===== src/common/ats_consts.vh =====
// constants for the address translation select block
// How it works
// RULE1 - translation off: physical equals effective address
// RULE2 - block hit checked against its protection bits
// RULE3 - block hit overrides parallel page translation
// RULE4 - top four address bits pick segment
// RULE5 - non direct-store segment forms 52-bit virtual address
// RULE6 - direct-store segments fault, fetch bit3, data bit5
// RULE7 - no-execute segment fetch faults with bit3
// RULE8 - separate instruction and data translation caches
// RULE9 - cache miss searches table, allocates, retries
// RULE10 - protection violation sets cause bit4
// RULE11 - no table entry, no block: bit1
// RULE12 - guarded fetch with translation faults bit3
// RULE13 - data translation off: no storage faults
// RULE14 - fault reports failing instruction address
// RULE15 - one fault per access, fixed priority
`ifndef ATS_CONSTS_VH
`define ATS_CONSTS_VH

// segment register fields
`define ATS_SEG_T       31
`define ATS_SEG_KS      30
`define ATS_SEG_KP      29
`define ATS_SEG_N       28
`define ATS_SEG_VSID    23:0
`define ATS_SEG_SEL     31:28
// block map upper word fields
`define ATS_BMU_EPI     31:17
`define ATS_BMU_LEN     12:2
`define ATS_BMU_VS      1
`define ATS_BMU_VP      0
// block map lower word fields
`define ATS_BML_RPN     31:17
`define ATS_BML_G       3
`define ATS_BML_PP      1:0
// effective address slices
`define ATS_EA_BLK      31:17
`define ATS_EA_BOFF     16:0
`define ATS_EA_PIDX     27:12
`define ATS_EA_POFF     11:0
// cause bit positions, big-endian numbering: printed bit n sits at 31-n
`define ATS_CB_PF       30
`define ATS_CB_NX       28
`define ATS_CB_PROT     27
`define ATS_CB_DS       26
// protection encodings
`define ATS_PP_NONE     2'h0
`define ATS_PP_RW       2'h2
`define ATS_PP_RO_KEY0  2'h3
// reset values
`define ATS_ZERO32      32'h0000_0000
`define ATS_ZERO52      52'h0_0000_0000_0000
// sizes
`define ATS_NSEG        16
`define ATS_NBLK        4
`define ATS_NTLB        4

`endif


===== src/design/ats_tlb.v =====
// fully associative translation cache with round-robin refill
`timescale 1ns/10ps
`include "ats_consts.vh"
module ats_tlb (
  // clock and reset
  input  wire        ref_clk_i,
  input  wire        rstn_i,
  // lookup
  input  wire [39:0] look_vpn_i,
  output reg         hit_o,
  output reg  [19:0] rpn_o,
  output reg         g_o,
  output reg  [1:0]  pp_o,
  // refill
  input  wire        wr_i,
  input  wire [39:0] wr_vpn_i,
  input  wire [19:0] wr_rpn_i,
  input  wire        wr_g_i,
  input  wire [1:0]  wr_pp_i
);
  reg  [`ATS_NTLB-1:0] vld;               // entry valid
  reg  [39:0]          tag [0:`ATS_NTLB-1]; // virtual page number
  reg  [19:0]          rpn [0:`ATS_NTLB-1]; // real page number
  reg  [`ATS_NTLB-1:0] gbit;              // page guarded flag
  reg  [1:0]           pp  [0:`ATS_NTLB-1]; // page protection
  reg  [1:0]           victim;            // next slot to refill
  wire [`ATS_NTLB-1:0] match;             // per-entry compare
  integer              k;

  genvar e;
  generate
    for (e = 0; e < `ATS_NTLB; e = e + 1) begin : g_ent
      localparam integer SLOT = e; // slot number compared with the refill pointer
      assign match[e] = vld[e] && (tag[e] == look_vpn_i);
      // entry storage, refilled only at the victim slot
      always @(posedge ref_clk_i) begin
        if (!rstn_i) begin
          tag[e] <= 40'h00_0000_0000;
          rpn[e] <= 20'h0_0000;
          pp[e]  <= 2'h0;
        end else if (wr_i && victim == SLOT[1:0]) begin // RULE9
          tag[e] <= wr_vpn_i;
          rpn[e] <= wr_rpn_i;
          pp[e]  <= wr_pp_i;
        end
      end
    end
  endgenerate

  // valid bits, guarded bits and replacement pointer
  always @(posedge ref_clk_i) begin
    if (!rstn_i) begin
      vld    <= 4'h0;
      gbit   <= 4'h0;
      victim <= 2'h0;
    end else if (wr_i) begin
      vld[victim]  <= 1'b1;
      gbit[victim] <= wr_g_i;
      victim       <= victim + 2'h1;
    end
  end

  // hit select; refill never duplicates a tag, so at most one matches
  always @* begin
    hit_o = 1'b0;
    rpn_o = 20'h0_0000;
    g_o   = 1'b0;
    pp_o  = 2'h0;
    for (k = 0; k < `ATS_NTLB; k = k + 1) begin
      if (match[k]) begin
        hit_o = 1'b1; // RULE8
        rpn_o = rpn[k];
        g_o   = gbit[k];
        pp_o  = pp[k];
      end
    end
  end
endmodule // ats_tlb


===== src/design/ats_top.v =====
// translation path select and storage fault classification
`timescale 1ns/10ps
`include "ats_consts.vh"
module ats_top (
  // clock and reset
  input  wire        ref_clk_i,
  input  wire        rstn_i,
  // translation enables
  input  wire        instr_translate_enable_i,
  input  wire        data_translate_enable_i,
  // access request
  input  wire        req_valid_i,
  output wire        req_ready_o,
  input  wire        req_fetch_i,
  input  wire        req_store_i,
  input  wire        req_user_i,
  input  wire [31:0] req_ea_i,
  input  wire [31:0] req_pc_i,
  // segment register load
  input  wire        seg_wr_i,
  input  wire [3:0]  seg_idx_i,
  input  wire [31:0] seg_data_i,
  // block map load, idx[2] selects data side
  input  wire        blk_wr_i,
  input  wire [2:0]  blk_idx_i,
  input  wire [31:0] blk_upper_i,
  input  wire [31:0] blk_lower_i,
  // page table search port
  output wire        pt_req_o,
  output wire [39:0] pt_vpn_o,
  input  wire        pt_ack_i,
  input  wire        pt_found_i,
  input  wire [19:0] pt_rpn_i,
  input  wire        pt_g_i,
  input  wire [1:0]  pt_pp_i,
  // answer
  output reg         resp_valid_o,
  output reg  [31:0] resp_pa_o,
  output reg  [51:0] resp_va_o,
  output reg         instr_storage_fault_o,
  output reg         data_storage_fault_o,
  output reg  [31:0] saved_status_reg_o,
  output reg  [31:0] data_fault_cause_reg_o,
  output reg  [31:0] fault_pc_o
);
  // states
  localparam [1:0] ST_IDLE  = 2'h0;
  localparam [1:0] ST_CHECK = 2'h1;
  localparam [1:0] ST_WALK  = 2'h2;

  reg  [1:0]  state;                        // walker state
  reg         r_fetch;                      // held access kind
  reg         r_store;
  reg         r_user;
  reg  [31:0] r_ea;                         // held effective address
  reg  [31:0] r_pc;                         // held instruction address
  reg  [31:0] seg [0:`ATS_NSEG-1];          // segment registers
  reg  [31:0] bmu [0:2*`ATS_NBLK-1];        // block map upper words
  reg  [31:0] bml [0:2*`ATS_NBLK-1];        // block map lower words
  wire [7:0]  bm_hit;                       // per-entry block match
  wire [31:0] bm_pa [0:7];                  // per-entry block address
  reg         blk_hit;                      // selected block result
  reg  [31:0] blk_pa;
  reg         blk_g;
  reg  [1:0]  blk_pp;
  integer     k;
  integer     j;                            // reset loop index, kept apart from k

  // segment and translation cache signals
  wire [31:0] sd     = seg[r_ea[`ATS_SEG_SEL]];                        // RULE4
  wire [51:0] va     = {sd[`ATS_SEG_VSID], r_ea[27:0]};                // RULE5
  wire        key    = r_user ? sd[`ATS_SEG_KP] : sd[`ATS_SEG_KS];
  wire        xlate  = r_fetch ? instr_translate_enable_i : data_translate_enable_i;
  wire        i_hit, d_hit;
  wire [19:0] i_rpn, d_rpn;
  wire        i_g, d_g;
  wire [1:0]  i_pp, d_pp;
  wire        tlb_hit = r_fetch ? i_hit : d_hit;                       // RULE8
  wire [19:0] tlb_rpn = r_fetch ? i_rpn : d_rpn;
  wire        tlb_g   = r_fetch ? i_g : d_g;
  wire [1:0]  tlb_pp  = r_fetch ? i_pp : d_pp;
  wire        refill  = (state == ST_WALK) && pt_ack_i && pt_found_i;

  // block protection: none, read-only on odd codes, read/write on 2
  wire blk_viol = (blk_pp == `ATS_PP_NONE) || (r_store && blk_pp[0]);
  // page protection from key and page bits
  wire pg_viol  = key ? ((tlb_pp == `ATS_PP_NONE) || (r_store && tlb_pp[0]))
                      : (r_store && (tlb_pp == `ATS_PP_RO_KEY0));

  assign req_ready_o = (state == ST_IDLE);
  assign pt_req_o    = (state == ST_WALK);                             // RULE9
  assign pt_vpn_o    = va[51:12];

  // instruction and data translation caches
  ats_tlb u_itlb (
    .ref_clk_i  (ref_clk_i),
    .rstn_i     (rstn_i),
    .look_vpn_i (va[51:12]),
    .hit_o      (i_hit),
    .rpn_o      (i_rpn),
    .g_o        (i_g),
    .pp_o       (i_pp),
    .wr_i       (refill && r_fetch),
    .wr_vpn_i   (va[51:12]),
    .wr_rpn_i   (pt_rpn_i),
    .wr_g_i     (pt_g_i),
    .wr_pp_i    (pt_pp_i)
  );
  ats_tlb u_dtlb (
    .ref_clk_i  (ref_clk_i),
    .rstn_i     (rstn_i),
    .look_vpn_i (va[51:12]),
    .hit_o      (d_hit),
    .rpn_o      (d_rpn),
    .g_o        (d_g),
    .pp_o       (d_pp),
    .wr_i       (refill && !r_fetch),
    .wr_vpn_i   (va[51:12]),
    .wr_rpn_i   (pt_rpn_i),
    .wr_g_i     (pt_g_i),
    .wr_pp_i    (pt_pp_i)
  );

  // per-entry block compare, length mask frees low block bits
  genvar e;
  generate
    for (e = 0; e < 2 * `ATS_NBLK; e = e + 1) begin : g_blk
      wire [14:0] msk = {4'h0, bmu[e][`ATS_BMU_LEN]};
      wire        vok = r_user ? bmu[e][`ATS_BMU_VP] : bmu[e][`ATS_BMU_VS];
      assign bm_hit[e] = vok && ((r_ea[`ATS_EA_BLK] & ~msk) ==
                                 (bmu[e][`ATS_BMU_EPI] & ~msk));
      assign bm_pa[e]  = {(bml[e][`ATS_BML_RPN] & ~msk) | (r_ea[`ATS_EA_BLK] & msk),
                          r_ea[`ATS_EA_BOFF]};
    end
  endgenerate

  // pick the lowest matching entry of the access's own side
  always @* begin
    blk_hit = 1'b0;
    blk_pa  = `ATS_ZERO32;
    blk_g   = 1'b0;
    blk_pp  = 2'h0;
    for (k = `ATS_NBLK - 1; k >= 0; k = k - 1) begin
      if (bm_hit[r_fetch ? k : k + `ATS_NBLK]) begin
        blk_hit = 1'b1;
        blk_pa  = bm_pa[r_fetch ? k : k + `ATS_NBLK];
        blk_g   = bml[r_fetch ? k : k + `ATS_NBLK][`ATS_BML_G];
        blk_pp  = bml[r_fetch ? k : k + `ATS_NBLK][`ATS_BML_PP];
      end
    end
  end

  // segment and block map loads; software keeps them stable per access
  always @(posedge ref_clk_i) begin
    if (!rstn_i) begin
      for (j = 0; j < `ATS_NSEG; j = j + 1)
        seg[j] <= `ATS_ZERO32;
      for (j = 0; j < 2 * `ATS_NBLK; j = j + 1) begin
        bmu[j] <= `ATS_ZERO32;
        bml[j] <= `ATS_ZERO32;
      end
    end else begin
      if (seg_wr_i)
        seg[seg_idx_i] <= seg_data_i;
      if (blk_wr_i) begin
        bmu[blk_idx_i] <= blk_upper_i;
        bml[blk_idx_i] <= blk_lower_i;
      end
    end
  end

  // fault sink: one cause at a time, set on the correct side only
  task report;
    input [31:0] pa;
    input [4:0]  cause; // bit order: pf, nx, prot, ds, any
    begin
      resp_valid_o           <= 1'b1;
      resp_pa_o              <= pa;
      resp_va_o              <= va;
      instr_storage_fault_o  <= cause[0] && r_fetch;
      data_storage_fault_o   <= cause[0] && !r_fetch;
      saved_status_reg_o     <= `ATS_ZERO32;
      data_fault_cause_reg_o <= `ATS_ZERO32;
      fault_pc_o             <= cause[0] ? r_pc : `ATS_ZERO32;         // RULE14
      if (r_fetch) begin
        saved_status_reg_o[`ATS_CB_PF]   <= cause[4];
        saved_status_reg_o[`ATS_CB_NX]   <= cause[3] | cause[1];
        saved_status_reg_o[`ATS_CB_PROT] <= cause[2];
      end else begin
        data_fault_cause_reg_o[`ATS_CB_PF]   <= cause[4];
        data_fault_cause_reg_o[`ATS_CB_PROT] <= cause[2];
        data_fault_cause_reg_o[`ATS_CB_DS]   <= cause[1];
      end
    end
  endtask

  // control: accept, classify, walk on miss, answer once
  always @(posedge ref_clk_i) begin
    if (!rstn_i) begin
      state                  <= ST_IDLE;
      r_fetch                <= 1'b0;
      r_store                <= 1'b0;
      r_user                 <= 1'b0;
      r_ea                   <= `ATS_ZERO32;
      r_pc                   <= `ATS_ZERO32;
      resp_valid_o           <= 1'b0;
      resp_pa_o              <= `ATS_ZERO32;
      resp_va_o              <= `ATS_ZERO52;
      instr_storage_fault_o  <= 1'b0;
      data_storage_fault_o   <= 1'b0;
      saved_status_reg_o     <= `ATS_ZERO32;
      data_fault_cause_reg_o <= `ATS_ZERO32;
      fault_pc_o             <= `ATS_ZERO32;
    end else begin
      resp_valid_o <= 1'b0;
      case (state)
        ST_IDLE: begin
          if (req_valid_i) begin
            r_fetch <= req_fetch_i;
            r_store <= req_store_i && !req_fetch_i;
            r_user  <= req_user_i;
            r_ea    <= req_ea_i;
            r_pc    <= req_pc_i;
            state   <= ST_CHECK;
          end
        end
        ST_CHECK: begin
          state <= ST_IDLE;
          // priority: real mode, block, direct-store, no-execute,
          // then page guarded, protection, walk
          if (!xlate)
            report(r_ea, 5'h00);                                       // RULE1 RULE13
          else if (blk_hit) begin                                      // RULE3
            if (r_fetch && blk_g)
              report(blk_pa, 5'h03);                                   // RULE12 RULE15
            else if (blk_viol)
              report(blk_pa, 5'h05);                                   // RULE2 RULE10
            else
              report(blk_pa, 5'h00);
          end else if (sd[`ATS_SEG_T])
            report(r_ea, 5'h03);                                       // RULE6
          else if (r_fetch && sd[`ATS_SEG_N])
            report(r_ea, 5'h09);                                       // RULE7
          else if (tlb_hit) begin
            if (r_fetch && tlb_g)
              report({tlb_rpn, r_ea[`ATS_EA_POFF]}, 5'h03);            // RULE12
            else if (pg_viol)
              report({tlb_rpn, r_ea[`ATS_EA_POFF]}, 5'h05);            // RULE10
            else
              report({tlb_rpn, r_ea[`ATS_EA_POFF]}, 5'h00);            // RULE8
          end else
            state <= ST_WALK;                                          // RULE9
        end
        ST_WALK: begin
          // found: refill is written this edge, retry hits next cycle
          if (pt_ack_i) begin
            if (pt_found_i)
              state <= ST_CHECK;                                       // RULE9
            else begin
              report(r_ea, 5'h11);                                     // RULE11
              state <= ST_IDLE;
            end
          end
        end
        default: state <= ST_IDLE;
      endcase
    end
  end
endmodule // ats_top


===== config.mk =====
export PLATFORM = sky130hd
export DESIGN_NAME = ats_top
export DESIGN_NICKNAME = d
export VERILOG_FILES = /design/src/design/ats_tlb.v /design/src/design/ats_top.v
export VERILOG_INCLUDE_DIRS = /design/src /design/src/common
export SDC_FILE = /design/constraint.sdc
export NUM_CORES = 2
export LEC_CHECK = 0
export BUFFER_PORTS_ARGS = -buffer_cell sky130_fd_sc_hd__buf_2
export CORE_MARGIN = 1
export CORE_UTILIZATION = 25
export DETAILED_ROUTE_END_ITERATION = 10
export PLACE_DENSITY_LB_ADDON = 0.05
export SLEW_MARGIN = 20
export SYNTH_ARGS = -nofsm -noshare
export SYNTH_HDL_FRONTEND = slang
export SYNTH_SLANG_ARGS = --single-unit
export TNS_END_PERCENT = 5

===== constraint.sdc =====
create_clock -name ref_clk_i -period 7.9 [get_ports ref_clk_i]
set_input_delay 0.395 -clock ref_clk_i [delete_from_list [all_inputs] [get_ports ref_clk_i]]
set_output_delay 0.395 -clock ref_clk_i [all_outputs]
set_load 0.05 [all_outputs]

==> out/qor.json <==
{
  "die_h_um": 558,
  "ys_seq_area_share_pct": 56.5,
  "layout-area-overhead-vs-synth_pct": 19.0,
  "ys_top_cells_by_area": "edfxtp_1 51%, and2_1 6.8%, dfxtp_1 5.5%",
  "core.rowCount": 203,
  "timing.hold.worst.start": "seg_data_i[4]",
  "power.density_cell_area_nw_per_um2": 242,
  "number_of_global_route_vias_before_repair": 55269,
  "totalPowerFinal_mw": 22.2,
  "gp_routability_congestion": 0.952,
  "max_slew.worst_pin.slew_ns": 1.24,
  "postPlaceCellArea_um2": 84100,
  "detail_route.wl_per_cell_um": 31.6,
  "antenna_violating_nets_post_route": 0,
  "dpl.hpwl_um": 250000,
  "timing.final.crit_period_ns": 6.81,
  "synth.lib_cells_used.distinct": 117,
  "htree_num_levels": 4,
  "non_filler_cells_final": 11383,
  "viasPerCell": 4.95,
  "cp_cell_sequence": "buf_4, nand2b_1, nor2_1, nor4_1, o211ai_1, or4_1, nor4_1, buf_4, nor2_1, a21oi_1, a21o_1, nand2_1, a31oi_4, buf_12, o21ai_1",
  "yosys.cell_count.top_type": "edfxtp_1",
  "ir_worst_vdd_mv": 0.196,
  "post_synthesis_compound_gate_area_fraction_pct": 8.91,
  "synth_top_area_share_pct": 51.0,
  "syn-mean-instance-area_um2": 11.6,
  "timing.max_cap.violations": 0,
  "path_clk_slew_ns": 0.06,
  "wirelength_um": 359000,
  "clock-sinks": 1525,
  "setup_repair_after_global_routing_missed_its_margin": "false",
  "cp_top_family": "simple AND/OR/NAND/NOR gates",
  "clockRootBuffer": "clkbuf_16",
  "finalMaxSlewViolations": 0,
  "max_freq_ghz": 0.147,
  "grt.total_usage_pct": 22.6,
  "synth_seq_cells": 1525,
  "internal-power_mw": 15.3,
  "synth_adder_area_share_pct": 0.194,
  "ios": 427,
  "cts_tree": "yes",
  "io_buffer_count": 346,
  "drt_iter0_markers": 5286,
  "final_cell_area_um2": 91900,
  "mappedNetlistArea_um2": 77200,
  "timing.final.crit_share_pct": 86.2,
  "yosys-top-cells-count": "1311 x edfxtp_1, 845 x and2_1, 459 x nor2_1, 375 x clkbuf_1",
  "synth-edff-count": 1311,
  "worst_slew_margin_rel_pct": 17.5,
  "first_pass_grt_wire_length_um": 487000,
  "clock_power_share_pct": 39.9,
  "die_area_um2": 311000,
  "cpPeakStageDelay_ns": 1.02,
  "cts-buffers-inserted": 199,
  "final-hold-violation-count": 0,
  "synth_mux_area_share_pct": 6.90,
  "layout.filler_cells": 31484,
  "status": "finished clean",
  "p_leak_nw": 33.6,
  "vias": 56346,
  "timing.setup.tns_ns": 0,
  "synthArstFlopShare_pct": 0,
  "core_um2": 307000,
  "timing.final.setup_violations": 0,
  "comb_power_share_pct": 17.7,
  "grt_antenna_before_repair": 37,
  "yosys.area_share.simple_pct": 18.9,
  "timing.clock.skew_ns": 0.0831,
  "setup.worst_path.class": "flip-flop to flip-flop",
  "clock_latency_of_the_later_clocked_register_in_the_worst_skew_pair_ns": 0.91,
  "start_util_pct": 25.2,
  "dp.cells": 10848,
  "path_max_fanout": 32,
  "xor_xnor_share_of_the_synthesized_area_pct": 4.47,
  "synth_top_family_by_area": "simple AND/OR/NAND/NOR gates",
  "start_kind": "flip-flop",
  "yosys_synthesis_warning_count": 0,
  "power.switching_mw": 6.95,
  "worst_ep_required_time_ns": 8.65,
  "hold_path_class": "primary input to flip-flop",
  "drt_drc_violations_left": 0,
  "cp_num_buf_inv": 3,
  "synth_largest_area_cell": "edfxtp_1",
  "power.switching_fraction_pct": 31.3,
  "fp.dieW_um": 558,
  "detail_route.first_pass.iterations": 5,
  "number_of_nets_in_the_finished_design": 7321,
  "ys.flop_type": "edfxtp_1",
  "cts_buffer_depth": 4,
  "global_route.overflow_total": 0,
  "timing.critical_path.slowest_stage_cell": "nor4_1",
  "fraction_of_power_consumed_by_sequential_logic_pct": 42.4,
  "maximum_number_of_pins_on_one_net_before_global_route_repair": 93,
  "layout-drive-gt1-share_pct": 17.1,
  "arrival_ns": 7.56,
  "syn_inst": 6663,
  "timing.critical_path.to_type": "flip-flop"
}
state kept, by name, indices dropped and copies added, names as in the netlist, 2 cells and up, named ones only:
name	cells
seg	448
bmu	224
u_dtlb.tag	160
u_itlb.tag	160
bml	143
u_dtlb.rpn	80
u_itlb.rpn	80
resp_va_o	52
fault_pc_o	32
r_ea	32
r_pc	32
resp_pa_o	32
u_dtlb.pp	8
u_itlb.pp	8
u_dtlb.vld	4
u_itlb.gbit	4
u_itlb.vld	4
data_fault_cause_reg_o	3
saved_status_reg_o	3
state	2
u_dtlb.victim	2
u_itlb.victim	2
final timing paths:
kind                                  endpoint  slack [ns]  cells after the start
worst max-delay path            fault_pc_o[20]        1.09                     15
worst min-delay path                seg[12][4]        0.04                      2
worst max register to register  fault_pc_o[20]        1.09                     15
worst min register to register   u_itlb.vld[1]        0.46                      2
cells in the final DEF, fill, tap and decap left out, types with 25 or more instances in the layout:
master / count
a211oi_1: 64
a21oi_1: 174
a221oi_1: 26
a22o_1: 29
a22oi_1: 48
a31oi_1: 42
a32oi_1: 38
and2_1: 844
and3_1: 345
buf_2: 345
buf_4: 250
clkbuf_1: 68
clkbuf_16: 201
clkinv_1: 37
conb_1: 58
dfxtp_1: 198
dlygate4sd3_1: 156
edfxtp_1: 1311
inv_1: 84
mux2_2: 122
mux2i_1: 237
mux4_2: 65
nand2_1: 332
nand3_1: 139
nand3b_1: 30
nand4_1: 55
nor2_1: 438
nor2b_1: 46
nor3_1: 84
nor4_1: 76
o211ai_1: 55
o21ai_0: 140
o22ai_1: 75
or3_1: 26
or4_1: 25
xnor2_1: 287
xor2_1: 107
cell type report:
cell class	count	area [um^2]	area share (%)
Clock buffer	289	5560	6.05
Sequential cell	1525	43700	47.5
Antenna cell	15	37.5	0.0408
Clock inverter	73	588	0.640
Multi-Input combinational cell	4529	31200	34.0
Inverter	91	348	0.378
Tap cell	4100	5130	5.58
Timing Repair Buffer	761	5360	5.83
worst reg2reg max path, cell delays in order (launching register included):
cell	delay [ns]
dfxtp_4	0.65
buf_4	0.54
nand2b_1	0.71
nor2_1	0.39
nor4_1	1.03
o211ai_1	0.21
or4_1	0.55
nor4_1	0.84
buf_4	0.28
nor2_1	0.07
a21oi_1	0.53
a21o_1	0.17
nand2_1	0.11
a31oi_4	0.18
buf_12	0.26
o21ai_1	0.13
power groups by stage:
stage / clock network [mW] / registers [mW] / logic, mW
detailed placement: 0 / 9.60 / 3.87
global route: 9.40 / 9.48 / 4.09
global placement: 0 / 9.59 / 3.87
CTS: 9.13 / 9.43 / 3.95
finish: 8.87 / 9.43 / 3.93
floorplan: 0 / 9.64 / 2.00
routing by layer:
layer  GRT usage [%]  vias to the layer above  share of wire (%)
met5               0                        -              0.017
met4            4.64                       12                2.2
met3            2.56                      393                4.6
met2            38.1                     1780                 48
met1            31.0                    28890                 45
li1                -                    25271                  -
cells by family (layout without fill, tap and decap cells):
logic type / Yosys count / in the layout
AND/OR/NAND/NOR: 2645 / 2645
flip-flops: 1525 / 1525
AO/OA/AOI/OAI: 987 / 987
buffers and inverters: 666 / 1214
multiplexers: 433 / 433
XOR/XNOR: 394 / 394
adder cells (fa/ha/maj): 12 / 12
other: 1 / 73
repair_timing:
action | CTS | global route
endpoints found under the hold margin | 806 | 0
hold buffers | 156 | 0
setup buffers | 0 | 0
gates resized for setup | 0 | 0
through the flow:
step	utilization (%)	hold WS (ns)	setup slack, ns
4_1_cts	30.0	0.0000832	1.28
2_1_floorplan	-	0.431	3.22
6_report	30.0	0.0435	1.09
3_5_place_dp	27.4	0.451	1.29
5_1_grt	30.0	0.0273	1.06
3_3_place_gp	27.4	0.442	1.34
Power figures use the tool's default switching activity.
